**src/standby_defines.svh**
```systemverilog
`ifndef STANDBY_DEFINES_SVH
`define STANDBY_DEFINES_SVH

// ----------------------------------------
// Register byte offsets
// ----------------------------------------
`define OFS_FUNC0      5'h00
`define OFS_FUNC1      5'h04
`define OFS_CLKCTL     5'h08
`define OFS_WDTFS      5'h0C
`define OFS_STATUS     5'h10

// ----------------------------------------
// Field positions
// ----------------------------------------
`define F0_STOP_DIS    0
`define F0_EXT_CLK     1
`define F1_STOP_DONE   0
`define F1_WAIT_DONE   1
`define F1_BUS_FIX     2
`define F1_WAIT_CSTOP  3
`define CC_PLL_EN      1
`define CC_SYS_SEL     5
`define WF_SRC_LO      6
`define ST_COUNT_LO    8
`define ST_BYTE_BUS    3

// ----------------------------------------
// Pin hand-over vector positions
// ----------------------------------------
`define PM_ADDR        0
`define PM_DLO         1
`define PM_DHI         2
`define PM_RD          3
`define PM_LBW         4
`define PM_HBW         5
`define PM_CS0         6

// ----------------------------------------
// Reset values and counts
// ----------------------------------------
`define PLL_EN_RST     1'b1
`define WDT_LOAD       12'hFFF
`define EXIT_DIV_BASE  3

`endif

```
**src/standby_pkg.sv**
```systemverilog
package standby_pkg;

    typedef enum logic [2:0] {
        ST_RUN   = 3'h0,
        ST_STOP  = 3'h1,
        ST_WCNT  = 3'h3,
        ST_WEDGE = 3'h2,
        ST_WAIT  = 3'h6
    } mode_t;

    typedef struct packed {
        logic [11:0] cnt;
    } wake_state_t;

    typedef struct packed {
        mode_t       mode;
        logic        ack;
        logic [31:0] rdat;
        logic        stop_dis;
        logic        ext_clk;
        logic        stop_done;
        logic        wait_done;
        logic        bus_fix;
        logic        wait_cstop;
        logic        pll_en;
        logic        sys_sel;
        logic [1:0]  exit_src;
        logic [2:0]  sync;
        logic        byte_bus;
        logic [6:0]  div;
        logic        exit_prev;
        logic        osc_run;
        logic        osc_drv_off;
        logic        pll_run;
        logic        in_clk_en;
        logic        sys_clk_en;
        logic        peri_en;
        logic        wdiv_en;
        logic        bus_en;
        logic        div_hold;
        logic        adc_run;
        logic        wdt_run;
        logic        evt_only;
        logic        ser_ext;
        logic [6:0]  port_mux;
    } sb_state_t;

endpackage

```
**src/standby_ctrl.sv**
```systemverilog
// What this block does
// - Stop halts oscillator and PLL, holds clocks low, exit dividers high.
// - Entering stop loads the twelve-bit watchdog count with all ones.
// - On stop exit the watchdog counts on a divide clock picked by two bits.
// - In stop the converter and watchdog halt; timers event-only, serial external-only.
// - Interrupt or reset ends stop; oscillator, PLL, input/system/peripheral clocks resume.
// - Reset exit restores bus and core clocks at once; reset held past settling.
// - Internal clock or PLL selected: wait for watchdog top bit zero, then resume.
// - External clock without PLL: resume on first falling edge of divide clock.
// - Wait, clock-stop clear: only bus/core clocks, watchdog dividers and watchdog stop.
// - Wait, clock-stop set: system and peripheral clocks stop too.
// - Interrupt acceptance ends wait and resumes bus and core clocks at once.
// - Bus fixation hands bus pins to port control during stop or wait.
// - Fixation applies only in stop or wait; pins return when mode ends.
// - Address, data, strobes and chip select each map to a fixed port group.
// - Eight-bit bus leaves upper data and high-byte write strobe to ports always.
// - External clock stops the oscillator driver; PLL disabled stays stopped.
// - Stop-disable bit makes stop ignored; reset clears it.
// - Stop or wait sets an executed flag; software clears it afterwards.
`timescale 1ns/1ps
`default_nettype none
`include "standby_defines.svh"

module standby_ctrl
    import standby_pkg::*;
(
    input  wire logic        clk_i,
    input  wire logic        rst_i,
    input  wire logic        ce_i,
    input  wire logic        cyc_i,
    input  wire logic        stb_i,
    input  wire logic        we_i,
    input  wire logic [4:0]  adr_i,
    input  wire logic [3:0]  sel_i,
    input  wire logic [31:0] dat_i,
    output logic [31:0]      dat_o,
    output logic             ack_o,
    input  wire logic        stop_mode_i,
    input  wire logic        wait_mode_i,
    input  wire logic        irq_accept_i,
    input  wire logic        byte_bus_i,
    output logic             osc_run_o,
    output logic             osc_driver_off_o,
    output logic             pll_run_o,
    output logic             input_clock_en_o,
    output logic             sys_clock_en_o,
    output logic             peripheral_clocks_en_o,
    output logic             watchdog_div_en_o,
    output logic             bus_unit_clock_en_o,
    output logic             stop_exit_hold_o,
    output logic             adc_run_o,
    output logic             watchdog_run_o,
    output logic             timer_event_only_o,
    output logic             serial_ext_only_o,
    output logic [6:0]       port_mux_o
);

    sb_state_t   s;
    sb_state_t   n;
    logic [11:0] wake_count;
    logic        wake_load;
    logic        exit_tick;

    // ----------------------------------------
    // Watchdog wake delay counter
    // ----------------------------------------
    wake_timer u_wake (
        .clk_i   (clk_i),
        .rst_i   (rst_i),
        .ce_i    (ce_i),
        .load_i  (wake_load),
        .tick_i  (exit_tick),
        .run_i   (s.mode == ST_WCNT),
        .count_o (wake_count)
    );

    // ----------------------------------------
    // Next state
    // ----------------------------------------
    always_comb begin
        logic req;
        logic wr;
        logic exit_lvl;
        logic fix;
        logic stby;
        logic [31:0] rd;
        req = 1'b0;
        wr = 1'b0;
        exit_lvl = 1'b1;
        fix = 1'b0;
        stby = 1'b0;
        rd = 32'h0000_0000;
        n = s;

        // Pin strap for bus width: accepted once stages two and three agree
        n.sync = {s.sync[1:0], byte_bus_i};
        if (s.sync[1] == s.sync[2]) begin
            n.byte_bus = s.sync[2];
        end

        // Stop-exit divider is frozen high in stop so the first edge after
        // wake-up is a clean falling one
        if (s.mode == ST_STOP) begin
            exit_lvl = 1'b1;
        end else begin
            n.div = s.div + 7'h01;
            exit_lvl = s.div[`EXIT_DIV_BASE + 32'(s.exit_src)];
        end
        n.exit_prev = exit_lvl;
        exit_tick = s.exit_prev && !exit_lvl;

        // Wishbone classic slave, one wait state
        req = cyc_i && stb_i && !s.ack;
        wr = req && we_i && sel_i[0];
        n.ack = req;

        if (wr) begin
            unique case (adr_i)
                `OFS_FUNC0: begin
                    n.stop_dis = dat_i[`F0_STOP_DIS];
                    n.ext_clk = dat_i[`F0_EXT_CLK];
                end
                `OFS_FUNC1: begin
                    // Writing zero clears an executed flag, writing one keeps it
                    n.stop_done = s.stop_done && dat_i[`F1_STOP_DONE];
                    n.wait_done = s.wait_done && dat_i[`F1_WAIT_DONE];
                    n.bus_fix = dat_i[`F1_BUS_FIX];
                    n.wait_cstop = dat_i[`F1_WAIT_CSTOP];
                end
                `OFS_CLKCTL: begin
                    n.pll_en = dat_i[`CC_PLL_EN];
                    // PLL output can only be picked while the PLL is enabled
                    n.sys_sel = dat_i[`CC_SYS_SEL] && dat_i[`CC_PLL_EN];
                end
                `OFS_WDTFS: begin
                    n.exit_src = dat_i[`WF_SRC_LO +: 2];
                end
                default: begin
                end
            endcase
        end
        if (!n.pll_en) begin
            n.sys_sel = 1'b0;
        end

        // Mode sequencing
        wake_load = 1'b0;
        unique case (s.mode)
            ST_RUN: begin
                if (stop_mode_i && !s.stop_dis) begin
                    n.mode = ST_STOP;
                    n.stop_done = 1'b1;
                    wake_load = 1'b1;
                end else if (wait_mode_i) begin
                    n.mode = ST_WAIT;
                    n.wait_done = 1'b1;
                end
                // A stop request with stop disabled falls through unseen
            end
            ST_STOP: begin
                if (irq_accept_i) begin
                    if (!s.ext_clk || s.sys_sel) begin
                        n.mode = ST_WCNT;
                    end else begin
                        n.mode = ST_WEDGE;
                    end
                end
            end
            ST_WCNT: begin
                if (!wake_count[11]) begin
                    n.mode = ST_RUN;
                end
            end
            ST_WEDGE: begin
                if (exit_tick) begin
                    n.mode = ST_RUN;
                end
            end
            ST_WAIT: begin
                if (irq_accept_i) begin
                    n.mode = ST_RUN;
                end
            end
            default: begin
                n.mode = ST_RUN;
            end
        endcase

        // Clock gate levels: all registered so the downstream gating cells
        // see one clean change per mode step, never a runt
        stby = n.mode == ST_STOP || n.mode == ST_WAIT;
        n.osc_run = n.mode != ST_STOP && !n.ext_clk;
        n.osc_drv_off = n.ext_clk;
        n.pll_run = n.mode != ST_STOP && n.pll_en;
        n.in_clk_en = n.mode != ST_STOP;
        n.sys_clk_en = !(n.mode == ST_STOP || (n.mode == ST_WAIT && n.wait_cstop));
        n.peri_en = n.sys_clk_en;
        n.wdiv_en = !stby;
        n.bus_en = n.mode == ST_RUN;
        n.div_hold = n.mode == ST_STOP;
        n.adc_run = n.sys_clk_en;
        n.wdt_run = !stby;
        n.evt_only = !n.sys_clk_en;
        n.ser_ext = !n.sys_clk_en;

        // Bus pin hand-over
        fix = stby && n.bus_fix;
        n.port_mux[`PM_ADDR] = fix; // address to ports ten, eleven, zero
        n.port_mux[`PM_DLO] = fix; // low data to port one
        n.port_mux[`PM_DHI] = fix || n.byte_bus; // port two
        n.port_mux[`PM_RD] = fix; // port three bit one
        n.port_mux[`PM_LBW] = fix; // port three bit two
        n.port_mux[`PM_HBW] = fix || n.byte_bus; // port three bit three
        n.port_mux[`PM_CS0] = fix; // port nine bit zero

        // Read data reflects state before this cycle's write
        unique case (adr_i)
            `OFS_FUNC0: begin
                rd[`F0_STOP_DIS] = s.stop_dis;
                rd[`F0_EXT_CLK] = s.ext_clk;
            end
            `OFS_FUNC1: begin
                rd[`F1_STOP_DONE] = s.stop_done;
                rd[`F1_WAIT_DONE] = s.wait_done;
                rd[`F1_BUS_FIX] = s.bus_fix;
                rd[`F1_WAIT_CSTOP] = s.wait_cstop;
            end
            `OFS_CLKCTL: begin
                rd[`CC_PLL_EN] = s.pll_en;
                rd[`CC_SYS_SEL] = s.sys_sel;
            end
            `OFS_WDTFS: begin
                rd[`WF_SRC_LO +: 2] = s.exit_src;
            end
            `OFS_STATUS: begin
                rd[2:0] = s.mode;
                rd[`ST_BYTE_BUS] = s.byte_bus;
                rd[`ST_COUNT_LO +: 12] = wake_count;
            end
            default: begin
            end
        endcase
        n.rdat = req ? rd : 32'h0000_0000;
    end

    // ----------------------------------------
    // State register
    // ----------------------------------------
    always_ff @(posedge clk_i) begin
        if (rst_i) begin
            // Reset is also the reset exit from stop: bus clocks run at once
            s <= '0;
            s.mode <= ST_RUN;
            s.stop_dis <= 1'b0;
            s.pll_en <= `PLL_EN_RST;
            s.osc_run <= 1'b1;
            s.pll_run <= `PLL_EN_RST;
            s.in_clk_en <= 1'b1;
            s.sys_clk_en <= 1'b1;
            s.peri_en <= 1'b1;
            s.wdiv_en <= 1'b1;
            s.bus_en <= 1'b1;
            s.adc_run <= 1'b1;
            s.wdt_run <= 1'b1;
        end else if (ce_i) begin
            s <= n;
        end
    end

    assign dat_o = s.rdat;
    assign ack_o = s.ack;
    assign osc_run_o = s.osc_run;
    assign osc_driver_off_o = s.osc_drv_off;
    assign pll_run_o = s.pll_run;
    assign input_clock_en_o = s.in_clk_en;
    assign sys_clock_en_o = s.sys_clk_en;
    assign peripheral_clocks_en_o = s.peri_en;
    assign watchdog_div_en_o = s.wdiv_en;
    assign bus_unit_clock_en_o = s.bus_en;
    assign stop_exit_hold_o = s.div_hold;
    assign adc_run_o = s.adc_run;
    assign watchdog_run_o = s.wdt_run;
    assign timer_event_only_o = s.evt_only;
    assign serial_ext_only_o = s.ser_ext;
    assign port_mux_o = s.port_mux;

    // ----------------------------------------
    // Checks
    // ----------------------------------------
    a_stop_gates_held: assert property (@(posedge clk_i) disable iff (rst_i)
        s.mode == ST_STOP |-> !osc_run_o && !pll_run_o && !sys_clock_en_o
            && !bus_unit_clock_en_o && !watchdog_div_en_o && stop_exit_hold_o)
        else $error("stop mode clock levels wrong");

    a_stop_ignored: assert property (@(posedge clk_i) disable iff (rst_i)
        ce_i && s.mode == ST_RUN && stop_mode_i && s.stop_dis |=> s.mode != ST_STOP)
        else $error("stop taken while disabled");

    a_count_wake: assert property (@(posedge clk_i) disable iff (rst_i)
        ce_i && s.mode == ST_WCNT && !wake_count[11] |=> s.mode == ST_RUN && bus_unit_clock_en_o)
        else $error("wake count exit missed");

    a_count_hold: assert property (@(posedge clk_i) disable iff (rst_i)
        s.mode == ST_WCNT && wake_count[11] |=> !bus_unit_clock_en_o)
        else $error("bus clock before count ended");

    a_edge_wake: assert property (@(posedge clk_i) disable iff (rst_i)
        ce_i && s.mode == ST_WEDGE && exit_tick |=> bus_unit_clock_en_o)
        else $error("edge wake missed");

    a_wait_exit: assert property (@(posedge clk_i) disable iff (rst_i)
        ce_i && s.mode == ST_WAIT && irq_accept_i |=> s.mode == ST_RUN && bus_unit_clock_en_o)
        else $error("wait exit missed");

    a_wait_periph: assert property (@(posedge clk_i) disable iff (rst_i)
        s.mode == ST_WAIT |-> sys_clock_en_o == !s.wait_cstop && !watchdog_run_o)
        else $error("wait clock levels wrong");

    a_fix_window: assert property (@(posedge clk_i) disable iff (rst_i)
        port_mux_o[`PM_ADDR] |-> (s.mode == ST_STOP || s.mode == ST_WAIT) && s.bus_fix)
        else $error("bus fixation outside standby");

    a_fix_pins: assert property (@(posedge clk_i) disable iff (rst_i)
        (s.mode == ST_STOP || s.mode == ST_WAIT) && s.bus_fix |-> port_mux_o == 7'h7F)
        else $error("bus pins not handed to ports");

    a_byte_bus_hi: assert property (@(posedge clk_i) disable iff (rst_i)
        s.byte_bus |-> port_mux_o[`PM_DHI] && port_mux_o[`PM_HBW])
        else $error("upper data not on port");

    a_flag_set: assert property (@(posedge clk_i) disable iff (rst_i)
        ce_i && s.mode == ST_RUN && stop_mode_i && !s.stop_dis |=> s.stop_done ##1 s.mode != ST_RUN)
        else $error("stop flag not set");

    a_pll_off: assert property (@(posedge clk_i) disable iff (rst_i)
        !s.pll_en |-> !pll_run_o && !s.sys_sel)
        else $error("pll runs while disabled");

endmodule // standby_ctrl

`default_nettype wire

```
**src/wake_timer.sv**
```systemverilog
`timescale 1ns/1ps
`default_nettype none
`include "standby_defines.svh"

module wake_timer
    import standby_pkg::*;
(
    input  wire logic        clk_i,
    input  wire logic        rst_i,
    input  wire logic        ce_i,
    input  wire logic        load_i,
    input  wire logic        tick_i,
    input  wire logic        run_i,
    output logic [11:0]      count_o
);

    wake_state_t s;
    wake_state_t n;

    always_comb begin
        n = s;
        if (load_i) begin
            n.cnt = `WDT_LOAD;
        end else if (run_i && tick_i && s.cnt != 12'h000) begin
            n.cnt = s.cnt - 12'h001;
        end
    end

    always_ff @(posedge clk_i) begin
        if (rst_i) begin
            s <= '0;
        end else if (ce_i) begin
            s <= n;
        end
    end

    assign count_o = s.cnt;

    a_load_all_ones: assert property (@(posedge clk_i) disable iff (rst_i)
        ce_i && load_i |=> count_o == 12'hFFF)
        else $error("wake count not loaded with all ones");

endmodule // wake_timer

`default_nettype wire
```
**config.mk**
```make
export PLATFORM = sky130hd
export DESIGN_NAME = standby_ctrl
export DESIGN_NICKNAME = d
export VERILOG_FILES = /design/src/standby_pkg.sv /design/src/standby_ctrl.sv /design/src/wake_timer.sv
export VERILOG_INCLUDE_DIRS = /design/src
export SDC_FILE = /design/constraint.sdc
export NUM_CORES = 1
export LEC_CHECK = 0
export BUFFER_PORTS_ARGS = -buffer_cell sky130_fd_sc_hd__buf_4
export CORE_MARGIN = 1
export CORE_UTILIZATION = 30
export DETAILED_ROUTE_END_ITERATION = 8
export GPL_ROUTABILITY_DRIVEN = 0
export PLACE_DENSITY = 0.48
export SYNTH_ARGS = -nofsm -noshare
export SYNTH_HDL_FRONTEND = slang
export SYNTH_SLANG_ARGS = --single-unit
```
**constraint.sdc**
```tcl
create_clock -name clk_i -period 4.21 [get_ports clk_i]
set_input_delay 0.842 -clock clk_i [delete_from_list [all_inputs] [get_ports clk_i]]
set_output_delay 0.842 -clock clk_i [all_outputs]
set_load 0.05 [all_outputs]
```
==> results.cfg, run 1 <==
[power_and_ir_drop]
leakagePower_uw = 0.00154
p_comb_share_pct = 14.5
power_frac_seq_pct = 42.4
clockPowerShare_pct = 43.1
intPower_uw = 1170
sw_frac_of_total_pct = 28.1
max-vdd-ir-drop_uv = 203
pwr_density_cell_nw_per_um2 = 409
switching_power_uw = 457

[routing]
wl_mm = 7.91
via_per_inst = 4.90
first_pass_iters = 4
ant_nets = 0
wire_per_inst_um = 14.2
drcViolationCount = 0
via_count = 2726
drtIter0Drc = 123

[timing]
worst_pin_slew_ps = 742
fin_tns_setup_ps = 0
rsz0062_at_grt = no
post-route-min-period_ps = 2310
report.final.hold_viol_count = 0
relSlewSlack_pct = 50.5
skew_ps = 6.00
fmax_ghz = 0.433
fin_crit_sh_pct = 54.9
final-max-slew-violation-count = 0
setup-violations-final = 0

[logic_synthesis]
ys_warn_count = 0
synth_edf_count = 0
syn_area_um2 = 3410
syn_inst = 390
ys_ff_latch = 67
synth_area_leaders = dfxtp_1, buf_4, nor2_1, a21oi_1, a22oi_1
syn_area_per_cell_um2 = 8.75
yosysTopAreaCell = dfxtp_1
ys.flop_type = dfxtp_1
synth.top_cell.area_share_pct = 39.3
synth-seq-area-share_pct = 39.3
synth_cell_types = 60
async_flop_share_pct = 0

[global_routing]
grt_max_degree = 71
antenna_found_initial = 0
grtUsageTotal_pct = 14.5
grt_overflow_total = 0
grt_pass1_vias = 2627
grt_pass1_wl_mm = 13.3

[cells_and_area]
drive_gt1_share_pct = 23.6
nNetsFinal = 465
fin_area_um2 = 3970
area_growth_syn_to_layout_pct = 16.4
multi_input_area_um2 = 1670
fillCellCount = 1158
n_antenna_cell = 0
seq_area_um2 = 1340

[place]
dp_hpwl_mm = 5.40
dpl-instance-area_um2 = 3690
portBuffers = 62

[floorplan]
core_area_um2 = 11000
io_pins = 104
die_area_um2 = 11800
die_w_um = 109
row_count = 38
die_y_um = 109
start_util_pct = 31.1

[worst_setup_path]
cp-start-kind = input pin
worstPathRequired_ps = 4380
worst_setup_path_end_kind = register
critPathMaxFanout = 34
crit_slowest_cell = nor3_1
cp_cell_sequence = buf_4 > nand4b_1 > nor3_1 > nand3_1 > o21ai_0 > a21oi_1
worstPathArrival_ps = 2480
worst-setup-path-type = input pin to register
crit_path_max_incr_delay_ps = 550

[cts]
post_cts_buffers = 0
cts-root-buf = clkbuf_16
cts_inserted_buffers = 9
h-tree-depth = 3
clkLatencyLatePin_ps = 330
cts_tree = yes
cts_resized = 0
clk_pin_slew_worst_paths_ps = 50
cts.sinks = 67
clock_path_buffers = 2
cts_hold_buf = 0

[flow_run]
drv_cap = 0

[run_status]
status = finished, final reports clean

[worst_hold_path]
hold_path_class = register to register
-- registers in the layout, indices dropped and copies added (netlist names) --
signal / count
adc_run_o: 1
ack_o: 1
s: 22
u_wake.count_o: 12
osc_run_o: 1
stop_exit_hold_o: 1
input_clock_en_o: 1
port_mux_o: 2
bus_unit_clock_en_o: 1
watchdog_run_o: 1
osc_driver_off_o: 1
dat_o: 19
pll_run_o: 1
serial_ext_only_o: 1
n: 2
-- cells in the final DEF (no fill, tap or decap), types with 10 or more instances in the layout --
cell type / netlist / layout
dfxtp_1: 67 / 67
buf_4: 43 / 63
nor2_1: 46 / 46
nand2_1: 24 / 24
a21oi_1: 23 / 23
a22oi_1: 15 / 15
conb_1: 1 / 13
o21ai_0: 10 / 10
-- synthesized netlist by cell type (4+ instances only) --
cell	instances
dfxtp_1	67
or3_1	4
nor4_2	4
nand2b_1	6
mux2_2	5
o21ai_0	10
a21oi_1	23
a22oi_1	15
nor2b_1	4
inv_1	7
nand2_1	24
nor2_1	46
nor3_1	9
a211oi_1	4
and3_1	4
nand3_1	9
nand4_1	9
buf_4	43
mux2i_1	9
xor2_1	9
clkbuf_1	17
-- cell families after synthesis --
kind of cell	count (synthesis)	share of synthesized area (%)
DFF	67	39.3
muxes	15	4.95
buffers and inverters	73	13.0
and+or+nand+nor	141	22.7
adders and majority gates	3	1.10
AOI/OAI and AO/OA	79	16.0
other	1	0.110
xor gates and xnor gates	11	2.82
-- stage by stage --
step	total power (µW)	util, %	hold WS, ps	setup WS [ps]	instances
floorplan	886	-	442	1940	402
global placement	936	33.6	461	1570	540
detailed placement	938	33.6	460	1560	540
CTS	1650	36.2	470	1900	556
global route	1710	36.2	487	1710	556
finish	1620	36.2	471	1900	556
-- power by group through the flow --
stage               Sequential [µW]  Clock, µW  Combinational [µW]
CTS                             688        720                 237
floorplan                       717          0                 169
global route                    693        755                 258
detailed placement              702          0                 236
finish                          689        700                 235
global placement                702          0                 234
-- worst max-delay path, delay by kind of cell --
family	cells	cell delay [ps]
buf+inv	1	310
compound gates	2	290
simple gates	3	1030
-- final cells by class --
| type | count | area share (%) |
|---|---|---|
| Inverter | 8 | 0.756 |
| Timing Repair Buffer | 63 | 11.9 |
| Tap cell | 140 | 4.41 |
| Multi-Input combinational cell | 262 | 42.1 |
| Sequential cell | 67 | 33.8 |
| Clock inverter | 4 | 0.630 |
| Clock buffer | 12 | 6.46 |
-- per-layer routing --
metal	share of wire (%)	GRT usage, %
met5	0	0
met4	0.35	4.25
met3	4.8	3.53
met2	46	23.0
met1	49	19.3
-- path summary, 6_finish.rpt --
path	start	end	slack, ps	depth (start not counted)
setup reg to reg	s[32]	u_wake.count_o[4]	2020	7
hold / removal	stop_exit_hold_o	stop_exit_hold_o	470	2
setup / recovery	ce_i	s[39]	1900	6
hold reg to reg	stop_exit_hold_o	stop_exit_hold_o	470	2
Note: power is estimated with default switching activity, not from simulation.
==> run 2, diff against run 1 <==
==> constraint.sdc (replaced) <==
create_clock -name clk_i -period 2.4 [get_ports clk_i]
set_input_delay 0.48 -clock clk_i [delete_from_list [all_inputs] [get_ports clk_i]]
set_output_delay 0.48 -clock clk_i [all_outputs]
set_load 0.05 [all_outputs]
==> run 2 against run 1 <==
Worst setup slack worse by 1700 ps. Utilization is 0.81 points higher. Largest cell class unchanged. Sequential cell count stayed put. Die area stayed put. Count of clock-buffer cells in the layout is 1 lower. Clock skew hardly changed. Global-route usage is 0.23 points higher. Via count is 2.4% higher. Sequential power is 76% higher. Critical path type is now register to register. Highest routed layer unchanged. Largest power group unchanged.
==> results.cfg, run 2 (synthesis gave the netlist of run 1 again) <==
[cts]
cts.sinks = 67
cts_inserted_buffers = 9
clkLatencyLatePin_ps = 320
clk_pin_slew_worst_paths_ps = 60
post_cts_buffers = 0
cts_tree = yes
h-tree-depth = 3
cts_resized = 0
clock_path_buffers = 2
cts-root-buf = clkbuf_16
cts_hold_buf = 0

[power_and_ir_drop]
intPower_uw = 2120
pwr_density_cell_nw_per_um2 = 716
max-vdd-ir-drop_uv = 365
leakagePower_uw = 0.00161
power_frac_seq_pct = 41.5
switching_power_uw = 790
p_comb_share_pct = 14.5
sw_frac_of_total_pct = 27.1
clockPowerShare_pct = 43.9

[cells_and_area]
final_common_cell = buf_4
largest-register = s
final_cell_mix = buf_4, dfxtp_1, nor2_1, nand2_1, a21oi_1
n_antenna_cell = 0
area_growth_syn_to_layout_pct = 19.0
fillCellCount = 1142
nNetsFinal = 475
drive_gt1_share_pct = 25.0
largest_reg_flops = 22
fin_area_um2 = 4060
finalNonFillerCells = 564

[global_routing]
grt_max_degree = 48
antenna_found_initial = 0
grt_pass1_wl_mm = 13.5
grtUsageTotal_pct = 14.7
grt_overflow_total = 0
grt_pass1_vias = 2762

[routing]
first_pass_iters = 4
wire_per_inst_um = 14.2
drcViolationCount = 0
wl_mm = 8.01
drtIter0Drc = 147
ant_nets = 0
via_per_inst = 4.95
via_count = 2792

[floorplan]
core_area_um2 = 11000
die_area_um2 = 11800
io_pins = 104
die_w_um = 109
row_count = 38
die_y_um = 109
start_util_pct = 31.1

[worst_setup_path]
worstPathRequired_ps = 2660
critPathMaxFanout = 10
cp-start-kind = register
worst_setup_path_end_kind = register
worst-setup-path-type = register to register
worstPathArrival_ps = 2430

[flow_run]
drv_cap = 0

[timing]
fin_tns_setup_ps = 0
final-max-slew-violation-count = 0
rsz0062_at_grt = no
fin_crit_sh_pct = 90.6
fmax_ghz = 0.460
report.final.hold_viol_count = 0
post-route-min-period_ps = 2170
worst_pin_slew_ps = 524
relSlewSlack_pct = 64.6
skew_ps = 5.63
setup-violations-final = 0

[place]
portBuffers = 62
dpl-instance-area_um2 = 3780
dp_hpwl_mm = 5.69
placed_cells_incl_taps = 550

[worst_hold_path]
hold_path_class = input pin to register

[run_status]
status = finished, final reports clean
## run 2: cell count changes in the layout (fill, tap and decap cells not counted)
| cell | delta |
|---|---|
| buf_12 | +1 |
| clkinvlp_4 | -2 |
| clkbuf_8 | -1 |
| bufinv_16 | +1 |
| buf_4 | +9 |
## run 2: worst paths after layout
check | slack (ps) | depth (start not counted) | start | end
worst max-delay path | 230 | 7 | s[32] | u_wake.count_o[1]
worst max register to register | 230 | 7 | s[32] | u_wake.count_o[1]
worst min-delay path | 390 | 3 | dat_i[7] | s[33]
worst min register to register | 470 | 2 | stop_exit_hold_o | stop_exit_hold_o
## run 2: area by class of cell
cell class              instances  area, µm²  share of cell area [%]
well taps                     140        175                    4.31
clock inverters                 3       40.0                   0.986
multi-input cells             262       1670                    41.2
flip-flops and latches         67       1340                    33.0
clock buffers                  11        243                    5.98
inverters                       8       30.0                   0.739
repair buffers                 73        561                    13.8
## run 2: per-layer routing
metal,routed length (µm),track usage [%],vias up
met5,0,0,-
met4,56,4.05,0
met3,378,3.53,6
met2,3670,24.0,57
met1,3900,19.3,1332
li1,-,-,1397
## run 2: critical path: stages, from the launching register on
cell	delay [ps]
dfxtp_1	350
inv_1	80
ha_1	270
mux2i_1	140
mux4_2	610
nand4_1	190
mux2_2	350
a21oi_1	130
## run 2: power groups by stage
stage	combinational (µW)	clock (µW)	sequential, µW
2_1_floorplan	296	0	1260
3_3_place_gp	421	0	1230
3_5_place_dp	424	0	1230
4_1_cts	426	1310	1210
5_1_grt	465	1360	1220
6_report	423	1280	1210
## run 2: per-stage QoR
| stage | hold slack, ps | utilization, % | setup slack [ps] | total power [µW] |
|---|---|---|---|---|
| floorplan | 442 | - | 376 | 1550 |
| global placement | 461 | 34.4 | 241 | 1650 |
| detailed placement | 461 | 34.4 | 221 | 1660 |
| CTS | 383 | 37.0 | 206 | 2950 |
| global route | 389 | 37.0 | 37.9 | 3040 |
| finish | 391 | 37.0 | 226 | 2910 |
